==> src/scr_pkg.sv <==
// scr_pkg: constants, types and state layout for the sequencer and sync control registers
`default_nettype none

package scr_pkg;

	////////////////////////////////////////////////////////////////////////////
	// register addresses on the host command port
	localparam logic [15:0] ADDR_SERIAL_LOW  = 16'h0000;  // serial number, low word
	localparam logic [15:0] ADDR_TEMPERATURE = 16'h0001;  // board temperature
	localparam logic [15:0] ADDR_CONTROL     = 16'h0002;  // sequencer control
	localparam logic [15:0] ADDR_STATUS      = 16'h0003;  // board status
	localparam logic [15:0] ADDR_IDENTITY    = 16'h0004;  // identity / soft reset
	localparam logic [15:0] ADDR_FW_REVISION = 16'h0005;  // revision / reload
	localparam logic [15:0] ADDR_CLK_PHASE   = 16'h0006;  // clock phase delay
	localparam logic [15:0] ADDR_SYNC_PHASE  = 16'h0007;  // sync phase delay
	localparam logic [15:0] ADDR_SELECTOR    = 16'h0008;  // source selector

	////////////////////////////////////////////////////////////////////////////
	// control register fields
	localparam int          CTRL_RUN_BIT     = 0;
	localparam int          CTRL_HOLD_BIT    = 1;
	localparam int          CTRL_RATE_LSB    = 2;
	localparam int          CTRL_PRIMARY_BIT = 4;
	localparam int          CTRL_DELAY_LSB   = 8;
	localparam logic [15:0] CTRL_RESET       = 16'h0000;
	localparam logic [15:0] CTRL_WRITE_MASK  = 16'hFF1F;  // bits 7:5 read as zero

	// selector fields; bits 3 and 4 are the live picks
	localparam int          SEL_AUTO_BIT     = 0;
	localparam int          SEL_CLK_BIT      = 1;
	localparam int          SEL_SYNC_BIT     = 2;
	localparam logic [2:0]  SEL_RESET        = 3'h1;      // automatic from the role bit

	// microcode enable bits
	localparam int          UCE_SE_CLEAR     = 0;
	localparam int          UCE_EXPO_START   = 1;
	localparam int          UCE_EXPO_STOP    = 2;
	localparam int          UCE_SYNC_LOW     = 14;
	localparam int          UCE_SYNC_HIGH    = 15;

	////////////////////////////////////////////////////////////////////////////
	// timing
	localparam int          CLK_PERIOD_NS    = 40;
	localparam int          INSTR_NS [4]     = '{50, 100, 200, 400};
	localparam int          MS_NS            = 1000000;
	localparam int          MS_CYCLES_DEF    = MS_NS / CLK_PERIOD_NS;
	localparam logic [4:0]  DL_FRAME_PHASES  = 5'h10;     // 8 bits, two phases each

	// instruction period in clocks, rounded up as a least time
	function automatic logic [3:0] rate_cycles(input logic [1:0] sel);
		rate_cycles = 4'((INSTR_NS[sel] + CLK_PERIOD_NS - 1) / CLK_PERIOD_NS);
	endfunction : rate_cycles

	////////////////////////////////////////////////////////////////////////////
	// types
	typedef enum logic [1:0] {
		SEQ_IDLE  = 2'b00,  // held in reset, pc at zero
		SEQ_RUN   = 2'b01,  // stepping instructions
		SEQ_DRAIN = 2'b10   // finishing the current instruction
	} scr_seq_t;

	typedef struct packed {
		logic        wr;
		logic        rd;
		logic [15:0] addr;
		logic [15:0] wdata;
	} scr_req_t;

	typedef struct packed {
		logic        wr;
		logic [15:0] bits;
	} scr_uce_t;

	typedef struct packed {
		logic sclk;
		logic sdat;
		logic load;
	} scr_dl_t;

	typedef struct packed {
		logic [15:0]      ctrl;
		logic [2:0]       sel;
		logic [1:0][7:0]  phase;
		logic [9:0]       temp;
		scr_seq_t         seq_st;
		logic [3:0]       rate_cnt;
		logic             step;
		logic             pc_clear;
		logic             bus_en;
		logic [15:0]      ms_cnt;
		logic             ms_tick;
		logic             expo_en;
		logic [31:0]      expo;
		logic             expo_done;
		logic             start_flag;
		logic             sync_ff;
		logic             sync_out;
		logic             sync_oe;
		logic [7:0]       dly_cnt;
		logic             dly_busy;
		logic             sync_bit;
		logic [31:0]      rdata;
		logic             rvalid;
		logic             soft_rst;
		logic             reload_n;
		logic             clk_pick;
		logic             sync_pick;
		logic [1:0][7:0]  dl_sh;
		logic [1:0][4:0]  dl_cnt;
		logic [1:0]       dl_sclk;
		logic [1:0]       dl_sdat;
		logic [1:0]       dl_load;
	} scr_state_t;

endpackage : scr_pkg

`default_nettype wire

==> src/scr_sequencer_sync_control_regs.sv <==
// scr_sequencer_sync_control_regs: host control/status registers, sequencer pacing and sync
//
// Behaviour
// - serial read returns low 32 serial bits
// - temperature reads 10-bit signed, quarter degrees
// - run bit one lets sequencer execute
// - run cleared: finish instruction, reset, clear pc
// - hold bit freezes exposure counter
// - rate field sets 50/100/200/400ns period, rounded up to 2/3/5/10 clocks
// - each instruction takes one sequencer cycle
// - role bit makes master, enables sync out
// - sync bit: flip-flop as master, input otherwise
// - delay field sets sync emission delay, ms
// - status shows low program counter bits
// - identity read returns board type code
// - identity write performs soft reset
// - revision read returns revision times hundred
// - revision write requests firmware reload
// - clock phase byte programs clock delay line
// - sync phase byte programs sync delay line
// - selectors follow role bit after power-up
// - auto bit picks role or manual bits
// - bit1 clock, bit2 sync; one means local
// - bits 3,4 report picks in effect
// - command bits 3:0 driven by hardware
// - enable bits 14/15 drive sync low/high
`default_nettype none

module scr_sequencer_sync_control_regs
#(
	parameter int          MS_CYCLES = scr_pkg::MS_CYCLES_DEF,  // clocks per millisecond
	parameter logic [15:0] BOARD_ID  = 16'h0A5C,                // arbitrary value
	parameter logic [15:0] FW_REV    = 16'h01F4                 // arbitrary value
)(
	input  wire logic             clk,
	input  wire logic             reset,
	input  wire scr_pkg::scr_req_t reg_req,
	output var  logic [31:0]      reg_rdata,
	output var  logic             reg_rvalid,
	input  wire logic [47:0]      serial_number,
	input  wire logic [9:0]       temp_code,
	input  wire logic             temp_valid,
	input  wire logic [11:0]      seq_pc,
	input  wire scr_pkg::scr_uce_t microcode_enable_bits,
	input  wire logic             start_exposure,
	input  wire logic [31:0]      integration_time,
	input  wire logic             sync_in,
	output var  logic             seq_step,
	output var  logic             seq_pc_clear,
	output var  logic             seq_bus_enable,
	output var  logic [3:0]       cmd_hw_bits,
	output var  logic [31:0]      exposure_time_counter,
	output var  logic             sync_out,
	output var  logic             sync_out_en,
	output var  logic             sysclk_pick_now,
	output var  logic             sync_pick_now,
	output var  logic             soft_reset_pulse,
	output var  logic             reload_n,
	output var  scr_pkg::scr_dl_t clk_delay_line,
	output var  scr_pkg::scr_dl_t sync_delay_line
);
	import scr_pkg::*;

	////////////////////////////////////////////////////////////////////////////
	// decode helpers

	// one access at one address; shared by the read and write paths
	function automatic logic hit(input scr_req_t r, input logic [15:0] a, input logic wr);
		hit = (r.addr == a) && (wr ? r.wr : r.rd);
	endfunction : hit

	scr_state_t s;      // registered state
	scr_state_t n;      // next state
	logic [3:0] period; // current instruction period in clocks
	logic       primary;// chassis role, one for master

	assign period  = rate_cycles(s.ctrl[CTRL_RATE_LSB +: 2]);
	assign primary = s.ctrl[CTRL_PRIMARY_BIT];

	////////////////////////////////////////////////////////////////////////////
	// next-state logic
	always_comb
	begin
		n          = s;
		n.step     = 1'b0;
		n.pc_clear = 1'b0;
		n.rvalid   = 1'b0;
		n.soft_rst = 1'b0;
		n.ms_tick  = 1'b0;
		n.dl_load  = 2'b00;

		// temperature sampled whenever the sensor offers a value
		if (temp_valid)
			n.temp = temp_code;

		// host writes
		if (hit(reg_req, ADDR_CONTROL, 1'b1))
			n.ctrl = reg_req.wdata & CTRL_WRITE_MASK;
		if (hit(reg_req, ADDR_SELECTOR, 1'b1))
			n.sel = reg_req.wdata[2:0];
		if (hit(reg_req, ADDR_FW_REVISION, 1'b1))
			n.reload_n = 1'b0; // latched: the reload takes the whole device down

		// phase writes restart the serial frame even mid-transfer
		for (int i = 0; i < 2; i++)
		begin
			if (hit(reg_req, i == 0 ? ADDR_CLK_PHASE : ADDR_SYNC_PHASE, 1'b1))
			begin
				n.phase[i]   = reg_req.wdata[7:0];
				n.dl_sh[i]   = reg_req.wdata[7:0];
				n.dl_cnt[i]  = DL_FRAME_PHASES;
				n.dl_sclk[i] = 1'b0;
			end
			else if (s.dl_cnt[i] != 5'h00)
			begin
				n.dl_cnt[i] = s.dl_cnt[i] - 5'h01;
				if (!s.dl_cnt[i][0])
				begin
					// setup phase: clock low, msb on the data line
					n.dl_sclk[i] = 1'b0;
					n.dl_sdat[i] = s.dl_sh[i][7];
				end
				else
				begin
					// rising phase: line samples, move to next bit
					n.dl_sclk[i] = 1'b1;
					n.dl_sh[i]   = {s.dl_sh[i][6:0], 1'b0};
				end
				n.dl_load[i] = (s.dl_cnt[i] == 5'h01); // latch code after the last bit
			end
		end

		// millisecond timebase shared by exposure counter and sync delay
		if (s.ms_cnt == 16'(MS_CYCLES - 1))
		begin
			n.ms_cnt  = 16'h0000;
			n.ms_tick = 1'b1;
		end
		else
			n.ms_cnt = s.ms_cnt + 16'h0001;

		// sequencer pacing: one step per instruction period
		unique case (s.seq_st)
			SEQ_IDLE:
			begin
				n.rate_cnt = 4'h0;
				n.bus_en   = 1'b0;
				if (s.ctrl[CTRL_RUN_BIT])
				begin
					n.seq_st = SEQ_RUN;
					n.bus_en = 1'b1;
				end
			end
			SEQ_RUN, SEQ_DRAIN:
			begin
				if (s.rate_cnt >= period - 4'h1)
				begin
					// end of an instruction: exactly one per period
					n.rate_cnt = 4'h0;
					n.step     = 1'b1;
					if (s.seq_st == SEQ_DRAIN)
					begin
						n.seq_st   = SEQ_IDLE;
						n.pc_clear = 1'b1;
						n.bus_en   = 1'b0;     // selects and requests masked
					end
				end
				else
					n.rate_cnt = s.rate_cnt + 4'h1;
				if (s.seq_st == SEQ_RUN && !s.ctrl[CTRL_RUN_BIT])
					n.seq_st = (n.seq_st == SEQ_IDLE) ? SEQ_IDLE : SEQ_DRAIN;
				else if (s.seq_st == SEQ_DRAIN && s.ctrl[CTRL_RUN_BIT] && !n.pc_clear)
					n.seq_st = SEQ_RUN;
			end
		endcase

		// exposure counter: microcode starts and stops it, host may hold it
		if (microcode_enable_bits.wr && microcode_enable_bits.bits[UCE_EXPO_START])
		begin
			n.expo_en = 1'b1;
			n.expo    = 32'h0000_0000;
		end
		else if (microcode_enable_bits.wr && microcode_enable_bits.bits[UCE_EXPO_STOP])
			n.expo_en = 1'b0;
		else if (s.expo_en && s.ms_tick && !s.ctrl[CTRL_HOLD_BIT])
			n.expo = s.expo + 32'h0000_0001; // held while the hold bit is one
		n.expo_done = (n.expo >= integration_time);

		// start exposure flag: a set in the same cycle as a clear wins
		if (microcode_enable_bits.wr && microcode_enable_bits.bits[UCE_SE_CLEAR])
			n.start_flag = 1'b0;
		if (start_exposure)
			n.start_flag = 1'b1;

		// sync flip-flop under microcode control; high wins a double command
		if (microcode_enable_bits.wr && microcode_enable_bits.bits[UCE_SYNC_LOW])
			n.sync_ff = 1'b0;
		if (microcode_enable_bits.wr && microcode_enable_bits.bits[UCE_SYNC_HIGH])
			n.sync_ff = 1'b1;

		// emitted sync: rises at once, falls after the programmed ms
		if (n.sync_ff && !s.sync_ff)
		begin
			n.sync_out = 1'b1;
			n.dly_busy = 1'b0;
		end
		else if (!n.sync_ff && s.sync_ff)
		begin
			if (s.ctrl[CTRL_DELAY_LSB +: 8] == 8'h00)
				n.sync_out = 1'b0;
			else
			begin
				n.dly_cnt  = s.ctrl[CTRL_DELAY_LSB +: 8];
				n.dly_busy = 1'b1;
			end
		end
		else if (s.dly_busy && s.ms_tick)
		begin
			// first tick comes up to one ms early: timebase is free running
			n.dly_cnt = s.dly_cnt - 8'h01;
			if (s.dly_cnt == 8'h01)
			begin
				n.dly_busy = 1'b0;
				n.sync_out = 1'b0;
			end
		end
		n.sync_oe = primary; // output driven only as master

		// sync condition bit: flip-flop as master, cable as slave
		n.sync_bit = primary ? s.sync_ff : sync_in;

		// source picks, automatic from the role or manual
		if (s.sel[SEL_AUTO_BIT])
		begin
			n.clk_pick  = primary;
			n.sync_pick = primary;
		end
		else
		begin
			n.clk_pick  = s.sel[SEL_CLK_BIT];
			n.sync_pick = s.sel[SEL_SYNC_BIT];
		end

		// host reads: one cycle later, unmapped reads zero
		if (reg_req.rd)
		begin
			n.rvalid = 1'b1;
			n.rdata  = 32'h0000_0000;
			if (hit(reg_req, ADDR_SERIAL_LOW, 1'b0))
				n.rdata = serial_number[31:0];
			if (hit(reg_req, ADDR_TEMPERATURE, 1'b0))
				n.rdata = {22'h000000, s.temp};
			if (hit(reg_req, ADDR_CONTROL, 1'b0))
				n.rdata = {16'h0000, s.ctrl};
			if (hit(reg_req, ADDR_STATUS, 1'b0))
				n.rdata = {16'h0000, s.bus_en, s.sync_bit, s.expo_done, s.start_flag,
					seq_pc};
			if (hit(reg_req, ADDR_IDENTITY, 1'b0))
				n.rdata = {16'h0000, BOARD_ID};
			if (hit(reg_req, ADDR_FW_REVISION, 1'b0))
				n.rdata = {16'h0000, FW_REV};
			if (hit(reg_req, ADDR_SELECTOR, 1'b0))
				n.rdata = {27'h0000000, s.sync_pick, s.clk_pick, s.sel};
		end

		// soft reset: sequencer halted at once, control cleared
		if (hit(reg_req, ADDR_IDENTITY, 1'b1))
		begin
			n.soft_rst = 1'b1;       // clock enable and test counter clear outside
			n.ctrl     = CTRL_RESET;
			n.seq_st   = SEQ_IDLE;
			n.bus_en   = 1'b0;       // bus released
			n.pc_clear = 1'b1;
			n.rate_cnt = 4'h0;
			n.step     = 1'b0;
		end
	end

	////////////////////////////////////////////////////////////////////////////
	// state register
	always_ff @(posedge clk or posedge reset)
	begin
		if (reset)
		begin
			s          <= '0;
			s.ctrl     <= CTRL_RESET;
			s.sel      <= SEL_RESET;
			s.seq_st   <= SEQ_IDLE;
			s.reload_n <= 1'b1;
		end
		else
			s <= n;
	end

	////////////////////////////////////////////////////////////////////////////
	// outputs, all straight from state
	assign reg_rdata             = s.rdata;
	assign reg_rvalid            = s.rvalid;
	assign seq_step              = s.step;
	assign seq_pc_clear          = s.pc_clear;
	assign seq_bus_enable        = s.bus_en;
	assign cmd_hw_bits           = {s.start_flag, s.expo_done, s.sync_bit, 1'b1};
	assign exposure_time_counter = s.expo;
	assign sync_out              = s.sync_out;
	assign sync_out_en           = s.sync_oe;
	assign sysclk_pick_now       = s.clk_pick;
	assign sync_pick_now         = s.sync_pick;
	assign soft_reset_pulse      = s.soft_rst;
	assign reload_n              = s.reload_n;
	assign clk_delay_line        = '{sclk: s.dl_sclk[0], sdat: s.dl_sdat[0], load: s.dl_load[0]};
	assign sync_delay_line       = '{sclk: s.dl_sclk[1], sdat: s.dl_sdat[1], load: s.dl_load[1]};
endmodule : scr_sequencer_sync_control_regs

`default_nettype wire

==> config.mk <==
export PLATFORM = sky130hd
export DESIGN_NAME = scr_sequencer_sync_control_regs
export DESIGN_NICKNAME = d
export VERILOG_FILES = /design/src/scr_pkg.sv /design/src/scr_sequencer_sync_control_regs.sv
export SDC_FILE = /design/constraint.sdc
export NUM_CORES = 1
export LEC_CHECK = 0
export BUFFER_PORTS_ARGS = -buffer_cell sky130_fd_sc_hd__buf_4
export CAP_MARGIN = 15
export CORE_ASPECT_RATIO = 0.8
export CORE_MARGIN = 4
export CORE_UTILIZATION = 45
export CTS_CLUSTER_DIAMETER = 50
export CTS_CLUSTER_SIZE = 28
export DETAILED_ROUTE_END_ITERATION = 8
export PLACE_DENSITY_LB_ADDON = 0.25
export SYNTH_ARGS = -nofsm -noshare
export SYNTH_HDL_FRONTEND = slang
export SYNTH_SLANG_ARGS = --single-unit
export TNS_END_PERCENT = 5
==> constraint.sdc <==
create_clock -name clk -period 5.6 [get_ports clk]
set_input_delay 0.28 -clock clk [delete_from_list [all_inputs] [get_ports clk]]
set_output_delay 0.28 -clock clk [all_outputs]
set_load 0.01 [all_outputs]
# After elaboration in Yosys (flattened, before gate mapping)
# Cells that the tools add are included.
# word_totals
register_bits,172
inputBits,158
output_inout_bits,84
word_cells,201
# classes
n_addsub,9
n_div,1
order_cmp,3
n_eq_ne,20
n_mux,71
bitwise,6
reduce_logical,56
# op_table
op,n
$mux W32,11
$bmux W32 S2,1
$eq A16 B3 Y1 const B,4
$mux W16,3
$mux W8,6
$mux W9,4
$mux W33,1
$add A32 B1 Y32 const B,1
$add A32 B7 Y32 const B,1
$div A32 B7 Y32 const B,1
$eq A16 B2 Y1 const B,2
$ge A32 B32 Y1,1
$sub A32 B2 Y32 const B,1
$logic_and A1 B1 Y1,26
$mux W1,26
$mux W2,10
$mux W5,4
$add A16 B1 Y16 const B,1
$eq A16 B1 Y1 const B,1
$eq A16 B15 Y1 const B,1
$eq A16 B4 Y1 const B,1
$logic_not A16 Y1,1
$reduce_bool A2 Y1,8
$reduce_and A3 Y1,5
26 further kinds,45

# Depth between registers and ports, before layout
# logic_depth
ltp_word,17
mapped_depth,13
depth_no_buf,12

# Least setup slack after synthesis
# Ideal clock, no wire load.
# synth_timing
path_kind,register to register
start,register s (netlist bit exposure_time_counter[3])
end,register s (netlist bit cmd_hw_bits[2])
setup_ps,118
t_arrival_ps,2768
required_time_ps,5482
setup_slack_ps,2714
stages_incl_launch_ff,14
synth_period_minus_slack_ps,2886
cell_sequence,dfrtp_1 -> and4_1 -> and4_1 -> clkbuf_1 -> buf_2 -> nand2_1 -> xor2_1 -> nor2_1 -> ha_1 -> a21oi_1 -> nor2b_1 -> a2111oi_0 -> o221ai_1 -> a21o_1
# synth_lines
item,line_no,text
start: declaration,scr_sequencer_sync_control_regs.sv:72,scr_state_t s;
start signal: assignment,scr_sequencer_sync_control_regs.sv:292,s <= n;

==> results.md <==
* Vias in the first global route at between 7000 and 8000
* Switching Power at 906 µW
* PwrDens at ~270 mW/mm²
* Reg clk slew, reported paths at approximately 0.070 ns
* Layout cells sized above 1 at 0.258
* Syn. warnings at 0
* GRT overflow at 0
* Top-count cell post-synth: dfrtp_1
* Num ports at 242
* DP Wirelength at 18500 µm
* Routed WL per cell at between 15 and 20 µm
* Top-area cell type share of the netlist area at 0.439
* Met3 usage at 0.0497
* Std cell rows at between 40 and 50
* Cell family with most CP delay: simple AND/OR/NAND/NOR gates
* Post-CTS Setup Bufs at 0
* 1st-pass router iterations at 5
* Cell Area, Synth at around 0.0095 mm²
* Routed Antenna Nets at 0
* Critical Path End Type: flop
* Clock power share at 0.368
* Cells after synthesis at slightly below 1000
* GRT busiest layer: met2
* Hold_buf cts at 1
* Setup TNS at 0 ns
* #FFs+latches synth at approximately 170
* CTS tree: yes
* RR Endpoint: cmd_hw_bits[2]
* Largest net degree at the start of global routing at 66
* Max-cap check violation count at 0
* Syn Area/Cell at between 9 and 10 µm²
* R2r setup slk at around 1.9 ns
* Fin crit period at ~3.7 ns
* Synth-to-Final Area Change at 19.9%
* Top cells by area, synth: dfrtp_1, ha_1, buf_4
* Post-synth EDFFs at 0
* CP Depth at 11
* Synth Net Count at roughly 1200
* Initial Util at 0.459
* Crit. Startpoint: exposure_time_counter[3]
* Cell area after layout at 0.0114 mm²
* Synth async-reset ratio at 1.00
* Total CTS buffers at 17
* Fin crit share at 0.661
* RSZ-0062 raised after global routing: false
* Fmax at between 200 and 300 MHz
* Sw Ratio at 0.292
* Die Y at around 140 µm
* Met1 GRT Util at 0.312
* First-pass GRT wire length at between 30000 and 40000 µm
* Part of the power in registers at 0.439
* Total Wirelength at roughly 25000 µm
* DP Cell Count at 1354
* Crit-path max cell delay at 0.71 ns
* Area leader, netlist: dfrtp_1
* GR Util met2 at 0.314
* HP Class: in -> reg
* Int Power at approximately 2200 µW
* VDD IR max at roughly 0.00019 V
* Synth top cells by count: dfrtp_1, nor2_1, nand2_1
* CP Class: reg -> reg
* Initial DRC count at between 500 and 600
* Critical Path, Cell by Cell: and4_1 > and4_1 > nand3_1 > or3_1 > a21oi_1 > ha_1 > nand3_1 > nor3_1 > nand2_1 > nor4_1 > a21o_1
* Layout Nets at approximately 1300
* Rel. slew slack at 0.252
* GP Congestion at 0.847
* Placed cell areas at 0.0108 mm²
* Vias per cell at 5.34
* CTS Sinks at 169
* Buf/Inv on CP at 0
* Vias at 7414
* Final Hold Viols at 0
* Post_cts resized at 0
* Reg2reg start: exposure_time_counter[3]
* Port Buffers at 213
* Sequential-to-total area share from yosys stat at 0.445
* Global Route Usage Sum at 0.209
* CTS root buffer: clkbuf_16
* Worst Reg-to-Reg Cells at 11
* H-tree Lvls at 4
* Diodes inserted at 0
* CTS Buffer Depth at 2
* Worst Skew at 0.0145 ns
* Critical path launch point type: flop
* Die W at around 170 µm
* Distinct cell type count after synthesis at 65
* Util after Layout at 0.550
* Critical Path Sink: cmd_hw_bits[2]
* DR DRC count at 0
* Worst slew pin tran at 1.11 ns
* Core area at roughly 0.021 mm²
* Initial antenna violation count at 0
* Arr. time, crit path at 4.06 ns
* Critical-path top delay cell: and4_1
* Top_reg_cell synth: dfrtp_1
* Combinational Power Share at 0.193
* Setup Viol. Count Final at 0
* Final slew viol count at 0
* Clk_lat worst skew at between 0.4 and 0.5 ns
* Pleak at 0.00566 µW
* Final std cells w/o fill at ~1400
* Crit path required time at 5.96 ns
* Die Footprint at between 0.02 and 0.025 mm²
* Outcome: completed
* CP Max Fanout at 20
registers in the layout (all words and copies together) (netlist names), 3 cells and up:
signal and flops:
clk_delay_line 3, cmd_hw_bits 3, s 85, reg_rdata 32
sync_delay_line 3, exposure_time_counter 32
layer usage:
layer / part of all wire / vias to the layer above
met4: 0.012 / 0
li1: - / 3596
met5: 0 / -
met1: 0.47 / 3584
met3: 0.059 / 18
met2: 0.45 / 216
worst min-delay path by stage:
stage,start,end,slack (ns),cells past startpoint
after floorplan,reg_req[32],reg_rvalid,0.31,0
after global placement,reset,cmd_hw_bits[3],0.41,2
after detailed placement,reset,s[116],0.41,2
after CTS,start_exposure,cmd_hw_bits[3],0.02,2
after global routing,start_exposure,cmd_hw_bits[3],0.02,2
final,start_exposure,cmd_hw_bits[3],0.04,2
layout by cell type (no fill, tap or decap), types with 6 or more instances in the layout:
cell and count:
nor4_1 10, nor2_1 86, xnor2_1 10, ha_1 56, nand2_1 76, inv_1 62
a21oi_1 46, mux4_2 6, mux2i_1 35, dfrtp_1 167, a22o_1 26, buf_4 220
o221ai_1 6, nand4_1 27, mux2_2 16, or4_1 7, nor3_1 23, nor2b_1 7
xor2_1 34, clkbuf_16 17, and3_1 12, nand3_1 31, and2_1 6, nand2b_1 7
o21ai_0 44
layout make-up:
cell class                      instances  area [µm²]
Timing Repair Buffer                  221        1660
Multi-Input combinational cell        633        4370
Clock buffer                           17         425
Fill cell                            1867        9350
Tap cell                              269         337
Clock inverter                         15         141
Inverter                               64         245
Sequential cell                       169        4230
cells by family after synthesis:
kind of cell,share of synthesized area
AO/OA/AOI/OAI,0.107
multiplexers,0.0699
AND/OR/NAND/NOR,0.167
flip-flops,0.445
other,0.000394
buffers and inverters,0.0962
adder cells (fa/ha/maj),0.0736
XOR/XNOR,0.0405
per-stage QoR:
| stage | setup WS [ns] | hold WS, ns | power, µW |
|---|---|---|---|
| 6_report | 1.90 | 0.0401 | 3110 |
| 5_1_grt | 1.68 | 0.0199 | 3290 |
| 4_1_cts | 1.94 | 0.0233 | 3140 |
| 3_5_place_dp | 1.98 | 0.415 | 1990 |
| 3_3_place_gp | 2.06 | 0.413 | 1980 |
| 2_1_floorplan | 0.748 | 0.311 | 1800 |
power groups by stage:
stage | Sequential [µW] | Clock (µW) | Combinational, µW
floorplan | 1380 | 0 | 422
global placement | 1390 | 0 | 591
detailed placement | 1390 | 0 | 603
CTS | 1370 | 1170 | 606
global route | 1380 | 1240 | 675
finish | 1370 | 1140 | 600
No activity file was read; power rests on OpenSTA's default activity.
